$ cat config.mk
export PLATFORM = sky130hd
export DESIGN_NAME = cpu_status_panel
export DESIGN_NICKNAME = d
export VERILOG_FILES = /design/src/verilog/panel_pkg.sv /design/src/verilog/cpu_status_panel.sv
export SDC_FILE = /design/constraint.sdc
export NUM_CORES = 1
export LEC_CHECK = 0
export BUFFER_PORTS_ARGS = -buffer_cell sky130_fd_sc_hd__buf_2
export CELL_PAD_IN_SITES_DETAIL_PLACEMENT = 0
export CELL_PAD_IN_SITES_GLOBAL_PLACEMENT = 1
export CORE_MARGIN = 3
export CORE_UTILIZATION = 45
export CTS_CLUSTER_DIAMETER = 80
export DETAILED_ROUTE_END_ITERATION = 8
export PLACE_DENSITY = 0.75
export SYNTH_ARGS = -nofsm -noshare
export SYNTH_HDL_FRONTEND = slang
export SYNTH_SLANG_ARGS = --single-unit
$ cat constraint.sdc
create_clock -name sys_clk -period 7.72 [get_ports sys_clk]
set_clock_uncertainty 0.05 [all_clocks]
set_input_delay 0.386 -clock sys_clk [delete_from_list [all_inputs] [get_ports sys_clk]]
set_output_delay 0.386 -clock sys_clk [all_outputs]
set_load 0.1 [all_outputs]
$ cat src/verilog/panel_pkg.sv
/*
 * constants for the cpu front-panel status and port configuration block:
 * register map, field positions, reset values, blink timing, framing codes.
 * assumes a 100 MHz system clock and a 32-bit avalon-mm register bus.
 */
package panel_pkg;

   // ******************************************************************
   // register map (byte addresses)
   // ******************************************************************
   localparam logic [3:0] OFF_STATUS   = 4'h0;
   localparam logic [3:0] OFF_CONTROL  = 4'h4;
   localparam logic [3:0] OFF_SERCFG   = 4'h8;
   localparam logic [3:0] OFF_ERRCODE  = 4'hC;

   // ******************************************************************
   // control register fields
   // ******************************************************************
   localparam int CTL_DIAG_OK   = 0;
   localparam int CTL_RUNNING   = 1;
   localparam int CTL_BAT_LOW   = 2;
   localparam int CTL_KERNEL    = 3;
   localparam logic [31:0] CONTROL_RESET = 32'h0000_0000;

   // ******************************************************************
   // serial config register fields (software mode)
   // ******************************************************************
   localparam int CFG_BAUD_LSB  = 0;   // 4 bits, baud index
   localparam int CFG_PAR_EN    = 4;
   localparam int CFG_PAR_ODD   = 5;
   localparam int CFG_DATA8     = 6;
   localparam int CFG_STOP2     = 7;
   localparam int CFG_ADDR_LSB  = 8;   // 8 bits, slave address
   localparam logic [15:0] SERCFG_RESET = 16'h0146;  // addr 1, baud index 6, 8 data

   // ******************************************************************
   // baud indices and address limits
   // ******************************************************************
   localparam logic [3:0] BAUD_2400 = 4'h5;
   localparam logic [3:0] BAUD_9600 = 4'h1;
   localparam logic [7:0] ADDR_MAX_SW  = 8'h40;  // 64
   localparam logic [7:0] ADDR_MAX_SER = 8'hF7;  // 247

   // ******************************************************************
   // switch positions and modes
   // ******************************************************************
   typedef enum logic [1:0] {
      POS_TOP    = 2'b00,
      POS_MIDDLE = 2'b01,
      POS_BOTTOM = 2'b10
   } switch_pos_t;

   typedef enum logic [1:0] {
      MODE_ASCII = 2'b00,
      MODE_RTU   = 2'b01,
      MODE_SOFT  = 2'b10
   } ser_mode_t;

   // ******************************************************************
   // blink and activity-hold timing
   // ******************************************************************
   localparam int CLK_HZ        = 100_000_000;
   localparam int BLINK_ON_MS   = 250;
   localparam int BLINK_OFF_MS  = 250;
   localparam int GROUP_GAP_MS  = 1500;
   localparam int BLINK_ON_CYC  = CLK_HZ / 1000 * BLINK_ON_MS;
   localparam int BLINK_OFF_CYC = CLK_HZ / 1000 * BLINK_OFF_MS;
   localparam int GROUP_GAP_CYC = CLK_HZ / 1000 * GROUP_GAP_MS;
   localparam int ACT_HOLD_MS   = 50;
   localparam int ACT_HOLD_CYC  = CLK_HZ / 1000 * ACT_HOLD_MS;

   // ******************************************************************
   // error classes (blink counts), higher count wins
   // ******************************************************************
   localparam int NUM_CLASSES = 7;   // 2 through 8 blinks
   localparam logic [3:0] BLINK_BASE = 4'h2;

endpackage : panel_pkg

$ cat src/verilog/cpu_status_panel.sv
/*
 * cpu front-panel lamp driver, run-lamp blink codes, slide switch and
 * rotary switch decoding, with an avalon-mm register slave.
 * assumes switch and traffic inputs are asynchronous and need
 * synchronising; timing counts are top-level parameters.
 */
// Summary of operation
// ready lamp lights only after software reports diagnostics passed.
// run lamp lit while running; also carries blink error codes.
// serial activity lamp lights while serial traffic is seen.
// network activity lamp lights while network traffic is seen.
// memory-protect lamp lights while writes are blocked by switch.
// battery lamp lights when battery reported needing replacement.
// separate error lamps for network channel a and channel b.
// codes 80B, 80C, 82E blink twice per group.
// bus faults 769, 72A-730 blink three times per group.
// communication faults 604-631 blink four times per group.
// five blinks ram address or cpu, six ram data, seven executive.
// codes 8001 to 8003 blink eight times per group.
// protect on in top switch position, off middle and bottom.
// ascii or rtu position puts serial port in bridge mode.
// top position forces ascii 2400 even 7 data 1 stop.
// middle position forces rtu 9600 even 8 data 1 stop.
// fixed modes take slave address from rotary switches.
// bottom position takes software baud index of sixteen values.
// software parity, data bits, stop bits, address 1 to 247.
// rotary switches set network node and serial addresses.
// address is ten times tens digit plus ones digit.
// only switch addresses 1 to 64 are valid.
// invalid switch address holds network lamp steadily on.
// blink groups are separated by a longer off gap.
// one pending code shown at a time, fixed priority.
`timescale 1ns/100ps
module cpu_status_panel
   import panel_pkg::*;
#(
   parameter int BLINK_ON  = panel_pkg::BLINK_ON_CYC,
   parameter int BLINK_OFF = panel_pkg::BLINK_OFF_CYC,
   parameter int GROUP_GAP = panel_pkg::GROUP_GAP_CYC,
   parameter int ACT_HOLD  = panel_pkg::ACT_HOLD_CYC
) (
   // clock and reset
   input  wire logic        sys_clk,
   input  wire logic        sys_rst,
   // avalon-mm slave
   input  wire logic [3:0]  avs_address,
   input  wire logic        avs_read,
   input  wire logic        avs_write,
   input  wire logic [31:0] avs_writedata,
   input  wire logic [3:0]  avs_byteenable,
   output logic [31:0]      avs_readdata,
   output logic             avs_waitrequest,
   output logic [1:0]       avs_response,
   // front and rear switches
   input  wire logic [1:0]  protect_switch,
   input  wire logic [1:0]  mode_switch,
   input  wire logic [3:0]  address_tens_switch,
   input  wire logic [3:0]  address_ones_switch,
   // traffic and channel errors
   input  wire logic        serial_traffic,
   input  wire logic        network_traffic,
   input  wire logic        chan_a_error,
   input  wire logic        chan_b_error,
   // lamps
   output logic             lamp_ready,
   output logic             lamp_run,
   output logic             lamp_serial,
   output logic             lamp_network,
   output logic             lamp_mem_protect,
   output logic             lamp_battery,
   output logic             lamp_error_a,
   output logic             lamp_error_b,
   // serial port configuration
   output logic [1:0]       ser_mode,
   output logic             ser_bridge,
   output logic [3:0]       ser_baud_index,
   output logic             ser_parity_en,
   output logic             ser_parity_odd,
   output logic             ser_data8,
   output logic             ser_stop2,
   output logic [7:0]       ser_address,
   output logic [6:0]       node_address,
   output logic             node_address_valid,
   output logic             write_protect
);
   import panel_pkg::*;

   // ******************************************************************
   // input synchronisers
   // ******************************************************************
   localparam int SYNC_W = 20;
   logic [SYNC_W-1:0] sync1_reg;
   logic [SYNC_W-1:0] sync2_reg;
   wire  [SYNC_W-1:0] raw_in = {protect_switch, mode_switch, address_tens_switch, address_ones_switch,
                                serial_traffic, network_traffic, chan_a_error, chan_b_error,
                                4'h0};

   // two flops on every pin input
   always_ff @(posedge sys_clk or posedge sys_rst) begin
      if (sys_rst) begin
         sync1_reg <= '0;
         sync2_reg <= '0;
      end else begin
         sync1_reg <= raw_in;
         sync2_reg <= sync1_reg;
      end
   end

   wire [1:0] prot_s  = sync2_reg[19:18];
   wire [1:0] mode_s  = sync2_reg[17:16];
   wire [3:0] tens_s  = sync2_reg[15:12];
   wire [3:0] ones_s  = sync2_reg[11:8];
   wire       ser_t_s = sync2_reg[7];
   wire       net_t_s = sync2_reg[6];
   wire       err_a_s = sync2_reg[5];
   wire       err_b_s = sync2_reg[4];

   // ******************************************************************
   // registers
   // ******************************************************************
   logic [3:0]  control_reg;
   logic [15:0] sercfg_reg;
   logic [6:0]  class_reg;         // pending blink classes, bit0 = 2 blinks
   logic [15:0] errcode_reg;       // last raised code

   // bus decode
   wire sel_status  = (avs_address == OFF_STATUS);
   wire sel_control = (avs_address == OFF_CONTROL);
   wire sel_sercfg  = (avs_address == OFF_SERCFG);
   wire sel_errcode = (avs_address == OFF_ERRCODE);
   wire mapped      = sel_status | sel_control | sel_sercfg | sel_errcode;
   wire wr_ctl      = avs_write & sel_control & avs_byteenable[0];
   wire wr_cfg      = avs_write & sel_sercfg;
   wire wr_err      = avs_write & sel_errcode;

   // code to blink-count classifier
   function automatic logic [6:0] classify(input logic [15:0] code);
      logic [6:0] c;
      c = 7'h00;
      if (code == 16'h080B || code == 16'h080C || code == 16'h082E)
         c[0] = 1'b1;
      if (code == 16'h0769 || (code >= 16'h072A && code <= 16'h0730))
         c[1] = 1'b1;
      if (code >= 16'h0604 && code <= 16'h0631)
         c[2] = 1'b1;
      if (code == 16'h0503 || code == 16'h052D)
         c[3] = 1'b1;
      if (code == 16'h0402)
         c[4] = 1'b1;
      if (code == 16'h0300 || code == 16'h0301)
         c[5] = 1'b1;
      if (code >= 16'h8001 && code <= 16'h8003)
         c[6] = 1'b1;
      return c;
   endfunction : classify

   // writing a code raises its class; writing bit 31 clears all classes
   wire [6:0] new_class  = wr_err ? classify(avs_writedata[15:0]) : 7'h00;
   wire       clr_class  = wr_err & avs_writedata[31];
   wire [6:0] class_next = (clr_class ? 7'h00 : class_reg) | new_class;

   // register writes; set wins over clear on the class bits
   always_ff @(posedge sys_clk or posedge sys_rst) begin
      if (sys_rst) begin
         control_reg <= CONTROL_RESET[3:0];
         sercfg_reg  <= SERCFG_RESET;
         class_reg   <= 7'h00;
         errcode_reg <= 16'h0000;
      end else begin
         if (wr_ctl)
            control_reg <= avs_writedata[3:0];
         if (wr_cfg && mode_s[1]) begin
            if (avs_byteenable[0])
               sercfg_reg[7:0] <= avs_writedata[7:0];
            if (avs_byteenable[1] && avs_writedata[15:8] != 8'h00
                && avs_writedata[15:8] <= ADDR_MAX_SER)
               sercfg_reg[15:8] <= avs_writedata[15:8];
         end
         class_reg <= class_next;
         if (wr_err && !avs_writedata[31])
            errcode_reg <= avs_writedata[15:0];
      end
   end

   // ******************************************************************
   // rotary switch address
   // ******************************************************************
   wire [6:0] sw_addr  = 7'(tens_s) * 7'h0A + 7'(ones_s);
   wire       sw_valid = (sw_addr != 7'h00) && (sw_addr <= ADDR_MAX_SW[6:0])
                         && (ones_s <= 4'h9) && (tens_s <= 4'h9);

   // ******************************************************************
   // slide switch decode
   // ******************************************************************
   wire       mode_ascii = (mode_s == POS_TOP);
   wire       mode_rtu   = (mode_s == POS_MIDDLE);
   wire       prot_on    = (prot_s == POS_TOP);

   wire [1:0] mode_w    = mode_ascii ? MODE_ASCII : mode_rtu ? MODE_RTU : MODE_SOFT;
   wire [3:0] baud_w    = mode_ascii ? BAUD_2400 : mode_rtu ? BAUD_9600
                          : sercfg_reg[CFG_BAUD_LSB +: 4];
   wire       par_en_w  = (mode_ascii | mode_rtu) ? 1'b1 : sercfg_reg[CFG_PAR_EN];
   wire       par_odd_w = (mode_ascii | mode_rtu) ? 1'b0 : sercfg_reg[CFG_PAR_ODD];
   wire       data8_w   = mode_ascii ? 1'b0 : mode_rtu ? 1'b1 : sercfg_reg[CFG_DATA8];
   wire       stop2_w   = (mode_ascii | mode_rtu) ? 1'b0 : sercfg_reg[CFG_STOP2];
   wire [7:0] addr_w    = (mode_ascii | mode_rtu) ? {1'b0, sw_addr}
                          : sercfg_reg[CFG_ADDR_LSB +: 8];

   // ******************************************************************
   // activity stretchers
   // ******************************************************************
   logic [22:0] ser_hold_reg;
   logic [22:0] net_hold_reg;
   wire  [22:0] hold_load = 23'(ACT_HOLD);

   // keep activity lamps lit briefly after each traffic sample
   always_ff @(posedge sys_clk or posedge sys_rst) begin
      if (sys_rst) begin
         ser_hold_reg <= 23'h000000;
         net_hold_reg <= 23'h000000;
      end else begin
         ser_hold_reg <= ser_t_s ? hold_load : (ser_hold_reg != 0 ? ser_hold_reg - 23'h1 : 23'h0);
         net_hold_reg <= net_t_s ? hold_load : (net_hold_reg != 0 ? net_hold_reg - 23'h1 : 23'h0);
      end
   end

   // ******************************************************************
   // run-lamp blink sequencer
   // ******************************************************************
   typedef enum logic [1:0] {
      BL_IDLE = 2'b00,
      BL_ON   = 2'b01,
      BL_OFF  = 2'b10,
      BL_GAP  = 2'b11
   } blink_state_t;

   blink_state_t blink_reg;
   blink_state_t blink_next;
   logic [27:0]  timer_reg;
   logic [3:0]   left_reg;
   logic [3:0]   left_next;
   logic [27:0]  timer_next;

   // highest pending class wins
   function automatic logic [3:0] pick(input logic [6:0] c);
      logic [3:0] n;
      n = 4'h0;
      for (int i = 0; i < NUM_CLASSES; i++)
         if (c[i])
            n = 4'(i) + BLINK_BASE;
      return n;
   endfunction : pick

   wire [3:0] pick_n  = pick(class_reg);
   wire       tmr_end = (timer_reg == 28'h0);

   // sequencer next state
   always_comb begin
      blink_next = blink_reg;
      left_next  = left_reg;
      timer_next = tmr_end ? 28'h0 : timer_reg - 28'h1;
      unique case (blink_reg)
         BL_IDLE: begin
            if (pick_n != 4'h0) begin
               blink_next = BL_ON;
               left_next  = pick_n;
               timer_next = 28'(BLINK_ON - 1);
            end
         end
         BL_ON: begin
            if (tmr_end) begin
               left_next = left_reg - 4'h1;
               if (left_reg == 4'h1) begin
                  blink_next = BL_GAP;
                  timer_next = 28'(GROUP_GAP - 1);
               end else begin
                  blink_next = BL_OFF;
                  timer_next = 28'(BLINK_OFF - 1);
               end
            end
         end
         BL_OFF: begin
            if (tmr_end) begin
               blink_next = BL_ON;
               timer_next = 28'(BLINK_ON - 1);
            end
         end
         BL_GAP: begin
            if (tmr_end)
               blink_next = BL_IDLE; // re-pick priority each group
         end
      endcase
   end

   always_ff @(posedge sys_clk or posedge sys_rst) begin
      if (sys_rst) begin
         blink_reg <= BL_IDLE;
         timer_reg <= 28'h0;
         left_reg  <= 4'h0;
      end else begin
         blink_reg <= blink_next;
         timer_reg <= timer_next;
         left_reg  <= left_next;
      end
   end

   wire codes_pending = (class_reg != 7'h00) || (blink_reg != BL_IDLE);
   wire run_w = control_reg[CTL_KERNEL] ? 1'b1
                : codes_pending ? (blink_reg == BL_ON)
                : control_reg[CTL_RUNNING];

   // ******************************************************************
   // lamp and configuration output flops
   // ******************************************************************
   always_ff @(posedge sys_clk or posedge sys_rst) begin
      if (sys_rst) begin
         lamp_ready <= 1'b0;
         lamp_run <= 1'b0;
         lamp_serial <= 1'b0;
         lamp_network <= 1'b0;
         lamp_mem_protect <= 1'b0;
         lamp_battery <= 1'b0;
         lamp_error_a <= 1'b0;
         lamp_error_b <= 1'b0;
         ser_mode <= MODE_SOFT;
         ser_bridge <= 1'b0;
         ser_baud_index <= 4'h0;
         ser_parity_en <= 1'b0;
         ser_parity_odd <= 1'b0;
         ser_data8 <= 1'b0;
         ser_stop2 <= 1'b0;
         ser_address <= 8'h00;
         node_address <= 7'h00;
         node_address_valid <= 1'b0;
         write_protect <= 1'b0;
      end else begin
         lamp_ready <= control_reg[CTL_DIAG_OK];
         lamp_run <= run_w;
         lamp_serial <= (ser_hold_reg != 0);
         lamp_network <= !sw_valid || (net_hold_reg != 0);
         lamp_mem_protect <= prot_on;
         lamp_battery <= control_reg[CTL_BAT_LOW];
         lamp_error_a <= err_a_s;
         lamp_error_b <= err_b_s;
         ser_mode <= mode_w;
         ser_bridge <= mode_ascii | mode_rtu;
         ser_baud_index <= baud_w;
         ser_parity_en <= par_en_w;
         ser_parity_odd <= par_odd_w;
         ser_data8 <= data8_w;
         ser_stop2 <= stop2_w;
         ser_address <= addr_w;
         node_address <= sw_addr;
         node_address_valid <= sw_valid;
         write_protect <= prot_on;
      end
   end

   // ******************************************************************
   // bus read path: one-wait-cycle read answers, registered read data
   // ******************************************************************
   wire [31:0] status_w = {8'h00, 1'b0, sw_addr, 2'b00, mode_s, prot_s,
                           6'h00, sw_valid, lamp_run, (blink_reg != BL_IDLE), 1'b0};
   wire [31:0] rd_mux = sel_status  ? status_w
                      : sel_control ? {28'h0, control_reg}
                      : sel_sercfg  ? {16'h0, sercfg_reg}
                      : sel_errcode ? {9'h0, class_reg, errcode_reg}
                      : 32'h0;

   logic rd_done_reg;

   // reads take one wait cycle so data comes from a flop
   always_ff @(posedge sys_clk or posedge sys_rst) begin
      if (sys_rst) begin
         avs_readdata <= 32'h0;
         avs_response <= 2'b00;
         rd_done_reg  <= 1'b0;
      end else begin
         rd_done_reg  <= avs_read & ~rd_done_reg;
         if (avs_read & ~rd_done_reg) begin
            avs_readdata <= rd_mux;
            avs_response <= mapped ? 2'b00 : 2'b11;
         end
      end
   end

   assign avs_waitrequest = avs_read & ~rd_done_reg;

endmodule : cpu_status_panel

Word-level counts from Yosys, hierarchy flattened
Index checks and enable logic that the tools add are counted.

word-level totals
  bits in registers = 225
  latch bits = 0
  RAM bits = 0
  ROM bits = 0
  memories = 0

operators by class
  add/subtract/negate cells = 5
  $mul = 1
  divide/modulo/power cells = 0
  $lt $le $gt $ge = 10
  equal/unequal tests = 21
  shifts and indexed selects = 0
  mux-type cells = 52
  bitwise operators = 12
  reduce and logical (&&, ||, !) cells = 36

operators with widths
  kind                     count
  $mux W23                 8
  $mux W28                 5
  $pmux W28 S3             1
  $eq A16 B11 Y1 const B   4
  $eq A16 B12 Y1 const B   3
  $reduce_bool A23 Y1      2
  $sub A23 B1 Y23 const B  2
  $mux W4                  10
  $eq A16 B10 Y1 const B   2
  $ge A16 B11 Y1 const B   2
  $le A16 B11 Y1 const B   2
  $logic_not A28 Y1        1
  $sub A28 B1 Y28 const B  1
  $ge A16 B16 Y1 const B   1
  $le A16 B16 Y1 const B   1
  $mux W2                  8
  $mux W1                  15
  $mux W7                  2
  $reduce_bool A7 Y1       2
  $logic_and A1 B1 Y1      10
  $eq A4 B4 Y1 const B     2
  $le A4 B4 Y1 const B     2
  $le A8 B8 Y1 const B     1
  $mux W8                  1
  25 further kinds         49

Depth between registers and ports, before layout
  depth in word-level cells = 10
  gate-level depth with buffers = 10
  depth with buffers taken out = 8

Worst setup path before layout
Ideal clock, no wire load.

  path type = register -> register
  from = register sync2_reg[13]
  to = register avs_readdata[3]
  library setup time = 119 ps
  arrival = 2411 ps
  required time = 7551 ps
  path slack = 5140 ps
  cell stages (with the launch flop) = 9
  path buffers = 0
  clock period less this slack = 2580 ps
  cell sequence = dfrtp_1 ha_1 ha_1 fa_1 a21boi_0 o2bb2ai_1 a211oi_1 mux2_2 o21a_1

on the way
  word-level cells in the longest chain between the ends = 7
  elaborated cells on any way between the ends = 9

RTL lines
  item                                                RTL line                 RTL
  start, declared                                     cpu_status_panel.sv:93   logic [SYNC_W-1:0] sync2_reg;
  start signal, assigned                              cpu_status_panel.sv:105  sync2_reg <= sync1_reg;
  $mul A4 B3 Y6 *                                     cpu_status_panel.sv:188  wire [6:0] sw_addr = 7'(tens_s) * 7'h0A + 7'(ones_s);
  $add A7 B4 Y7 *                                     cpu_status_panel.sv:188
  via status_w[21]                                    cpu_status_panel.sv:362  wire [31:0] status_w = {8'h00, 1'b0, sw_addr, 2'b00, mode_s, prot_s,
  $le A7 B7 Y1 or $reduce_bool A7 Y1 (tied branches)  cpu_status_panel.sv:189  wire sw_valid = (sw_addr != 7'h00) && (sw_addr <= ADDR_MAX_SW[6:0])
  $logic_and A1 B1 Y1 *                               cpu_status_panel.sv:189
  $logic_and A1 B1 Y1 * (2 in series)                 cpu_status_panel.sv:190  && (ones_s <= 4'h9) && (tens_s <= 4'h9);
  via status_w[3]                                     cpu_status_panel.sv:362
  $mux W23 *                                          cpu_status_panel.sv:364  wire [31:0] rd_mux = sel_status ? status_w
  end signal, assigned                                cpu_status_panel.sv:381  avs_readdata <= rd_mux;
  end, declared                                       cpu_status_panel.sv:51   output logic [31:0] avs_readdata,

The timed path passes the listed nets; every way through them passes the cells marked *.
A chain may end at the register's enable or synchronous reset.

Worst setup path in the final report
  from = register timer_reg[9]
  to = register timer_reg[27]

on the way
  word-level cells in the longest chain between the ends = 4
  elaborated cells on any way between the ends = 7

RTL lines
  item                                                  RTL line                                                                   RTL
  start, declared                                       cpu_status_panel.sv:239                                                    logic [27:0] timer_reg;
  start signal, assigned                                cpu_status_panel.sv:302                                                    timer_reg <= timer_next;
  $sub A28 B1 Y28 or $logic_not A28 Y1 (tied branches)  cpu_status_panel.sv:261, cpu_status_panel.sv:255
  $mux W28                                              cpu_status_panel.sv:261                                                    timer_next = tmr_end ? 28'h0 : timer_reg - 28'h1;
  $mux W28 (on tied branches)                           cpu_status_panel.sv:283, cpu_status_panel.sv:264, cpu_status_panel.sv:271
  $pmux W28 S3 *                                        cpu_status_panel.sv:262                                                    unique case (blink_reg)
  via timer_next[27]                                    cpu_status_panel.sv:242                                                    logic [27:0] timer_next;

Marks and branches as above.

==> flow_summary.toml <==
[cts]
cts-buffers-inserted = 23
clk_pin_slew_ps = 60
cts_resized = 0
cts_tree = "yes"
clock_latency_ps = 510
cts-root-buf = "clkbuf_16"
max-clock-path-buffers = 3
cts.sinks = 215
htreeDepth = 1
cts_setup_buffers = 0

[sta]
fin_crit_ps = 3080
tns_ps = 0
setup_viol = 0
rsz0062_at_grt = "no"
max_freq_ghz = 0.324
tightest_slew_ps = 1140
post-route-period-util = 0.399
final_hold_viol_count = 0
fin_hold_ws_ps = 133
relSlewSlack = 0.234
slew_viol_final = 0

[power]
p_leak_nw = 4.95
power-per-cell-area_mw_per_mm2 = 292
ir_drop_uv = 191

[grt]
grt.total_usage = 0.190
overflow = 0
antenna_found_initial = 1
grt_pass1_vias = 6697
grt_pass1_wl_mm = 34.9
grt_max_degree = 104

[detailed_routing]
avgViaCountPerCell = 5.37
vias = 6705
wl_mm = 21.0
drcViolationCount = 0
drtPass1Iterations = 5
dr.first_iter.drc_count = 371
drtAntennaViolNets = 0
wl_per_cell_um = 16.8

[logic_synthesis]
yosysUniqueCellTypes = 64
synth_area_leader_cell = "dfrtp_1"
ys_seq_elements = 215
syn-cell-area_sq_mm = 0.00946
synthFlopType = "dfrtp_1"
synth_edf_count = 0
synth_area_leaders = "dfrtp_1 (56%), mux2_2 (5.7%), nor2_1 (4.6%)"
synth-async-reset-ratio = 1.00
postSynthAreaPerCell_sq_um = 11.2
seq_area_frac_synth = 0.569
synthCells = 845
synth_top_area_frac = 0.555
synth_warnings = 0

[placed_design]
gp_congestion = 0.790
dp_hpwl_mm = 14.0
portBuffers = 104

[layout]
nets = 1035
syn2layout_area_growth_pct = 17.3
antenna_cells = 0
drive_above_1_share = 0.225
n_fill_cell = 1845
largest_reg_flops = 28

[setup_path]
cp-end-kind = "flop"
worstPathCellList = "nor4_1 -> and4_1 -> nand4_1 -> o21ai_0 -> nor3_1"
rrSetupSlack_ps = 4640
crit_path_top_delay_cell = "o21ai_0"
crit_fanout = 16
arrival_ps = 3380
crit_type = "reg -> reg"
crit_family = "simple AND/OR/NAND/NOR gates"
startpoint_type = "flop"
critPathRequiredTime_ps = 8020
cpPeakStageDelay_ps = 810
critical_path_buf_inv_count = 0

[floorplan]
start_util = 0.463
core_sq_mm = 0.0204
die_x_um = 151
die_h_um = 151
io_pins = 131
core.rowCount = 52
die_area_sq_mm = 0.0228

[min_path]
hold_class = "in -> reg"

[flow_run]
drv_cap = 0

[outcome]
status = "completed"
==> power breakdown <==
group / internal (mW) / total (mW) / switching (mW)
sequential: 1.29 / 1.42 / 0.129
combinational: 0.233 / 0.768 / 0.535
clock: 0.616 / 1.05 / 0.434
==> path summary, 6_finish.rpt <==
check	startpoint	end	cells after the start
max	timer_reg[9]	timer_reg[27]	5
min	avs_writedata[15]	errcode_reg[15]	2
max reg2reg	timer_reg[9]	timer_reg[27]	5
min reg2reg	sync1_reg[6]	sync2_reg[6]	0
max in group asynchronous	sys_rst	timer_reg[21]	4
min in group asynchronous	sys_rst	net_hold_reg[9]	3
==> Yosys cell counts, drive strengths merged, types with 6 or more instances <==
cell	number
buf	14
mux2	48
or3	12
a21oi	18
nor3b	6
ha	12
xnor2	35
o21ai	30
xor2	21
a221oi	15
o31ai	7
or4	14
nand2b	8
nand2	42
dfrtp	210
inv	17
nor2	116
or2	8
nor4	24
nand4	8
nor3	32
o21bai	12
nand3	10
clkbuf	32
and2	10
==> worst register-to-register path, stage by stage, from the launching register on <==
cell and delay [ps]:
dfrtp_1 400, nor4_1 570, and4_1 410, nand4_1 560
o21ai_0 810, nor3_1 130
==> per-stage QoR <==
step | instance area (sq um) | util | total power [mW] | cells | worst slack, ps
after floorplan | 9490 | - | 2.04 | 853 | 1410
after global placement | 10200 | 0.499 | 2.19 | 1189 | 4690
after detailed placement | 10200 | 0.499 | 2.20 | 1189 | 4640
after CTS | 11100 | 0.543 | 3.28 | 1248 | 4640
after global routing | 11100 | 0.543 | 3.41 | 1248 | 4380
final | 11100 | 0.543 | 3.24 | 1248 | 4640
==> cell usage in the layout (no fill, tap or decap), drive strengths merged, types with 18 or more instances in the layout <==
master,n
nor2,116
mux2,48
clkbuf,35
xor2,21
xnor2,35
nor4,24
inv,18
buf,112
nor3,32
o21ai,30
dfrtp,210
nand2,42
a21oi,18
==> metal layers <==
metal | track usage | up-vias | routed length (um)
li1 | - | 3225 | -
met1 | 0.270 | 3320 | 9690
met2 | 0.307 | 123 | 9950
met3 | 0.0335 | 35 | 818
met4 | 0.0481 | 2 | 486
met5 | 0 | - | 13
==> repair_timing <==
action | CTS | global route
endpoints found under the setup margin | 0 | 0
hold endpoints to repair | 109 | 0
hold buffers | 17 | 0
==> cell type report <==
| type | count | area (sq um) | share of cell area |
|---|---|---|---|
| multi-input combinational | 575 | 3830 | 0.345 |
| clock buffer | 35 | 691 | 0.0622 |
| inverter | 17 | 71.3 | 0.00642 |
| sequential | 215 | 5390 | 0.485 |
| tap | 270 | 338 | 0.0304 |
| timing repair buffer | 129 | 751 | 0.0676 |
| clock inverter | 7 | 38.8 | 0.00349 |
==> kinds of logic (layout without fill, tap and decap cells) <==
group           after synthesis  after routing  share of synthesized area
flops                       215            215                      0.569
compound gates              128            128                     0.0937
mux                          53             53                     0.0650
simple gates                315            315                      0.170
other cells                   1              9                   0.000396
buf+inv                      63            188                     0.0297
fa+ha+maj                    14             14                     0.0201
xor+xnor                     56             56                     0.0518
Note: power is estimated with default switching activity, not from simulation.
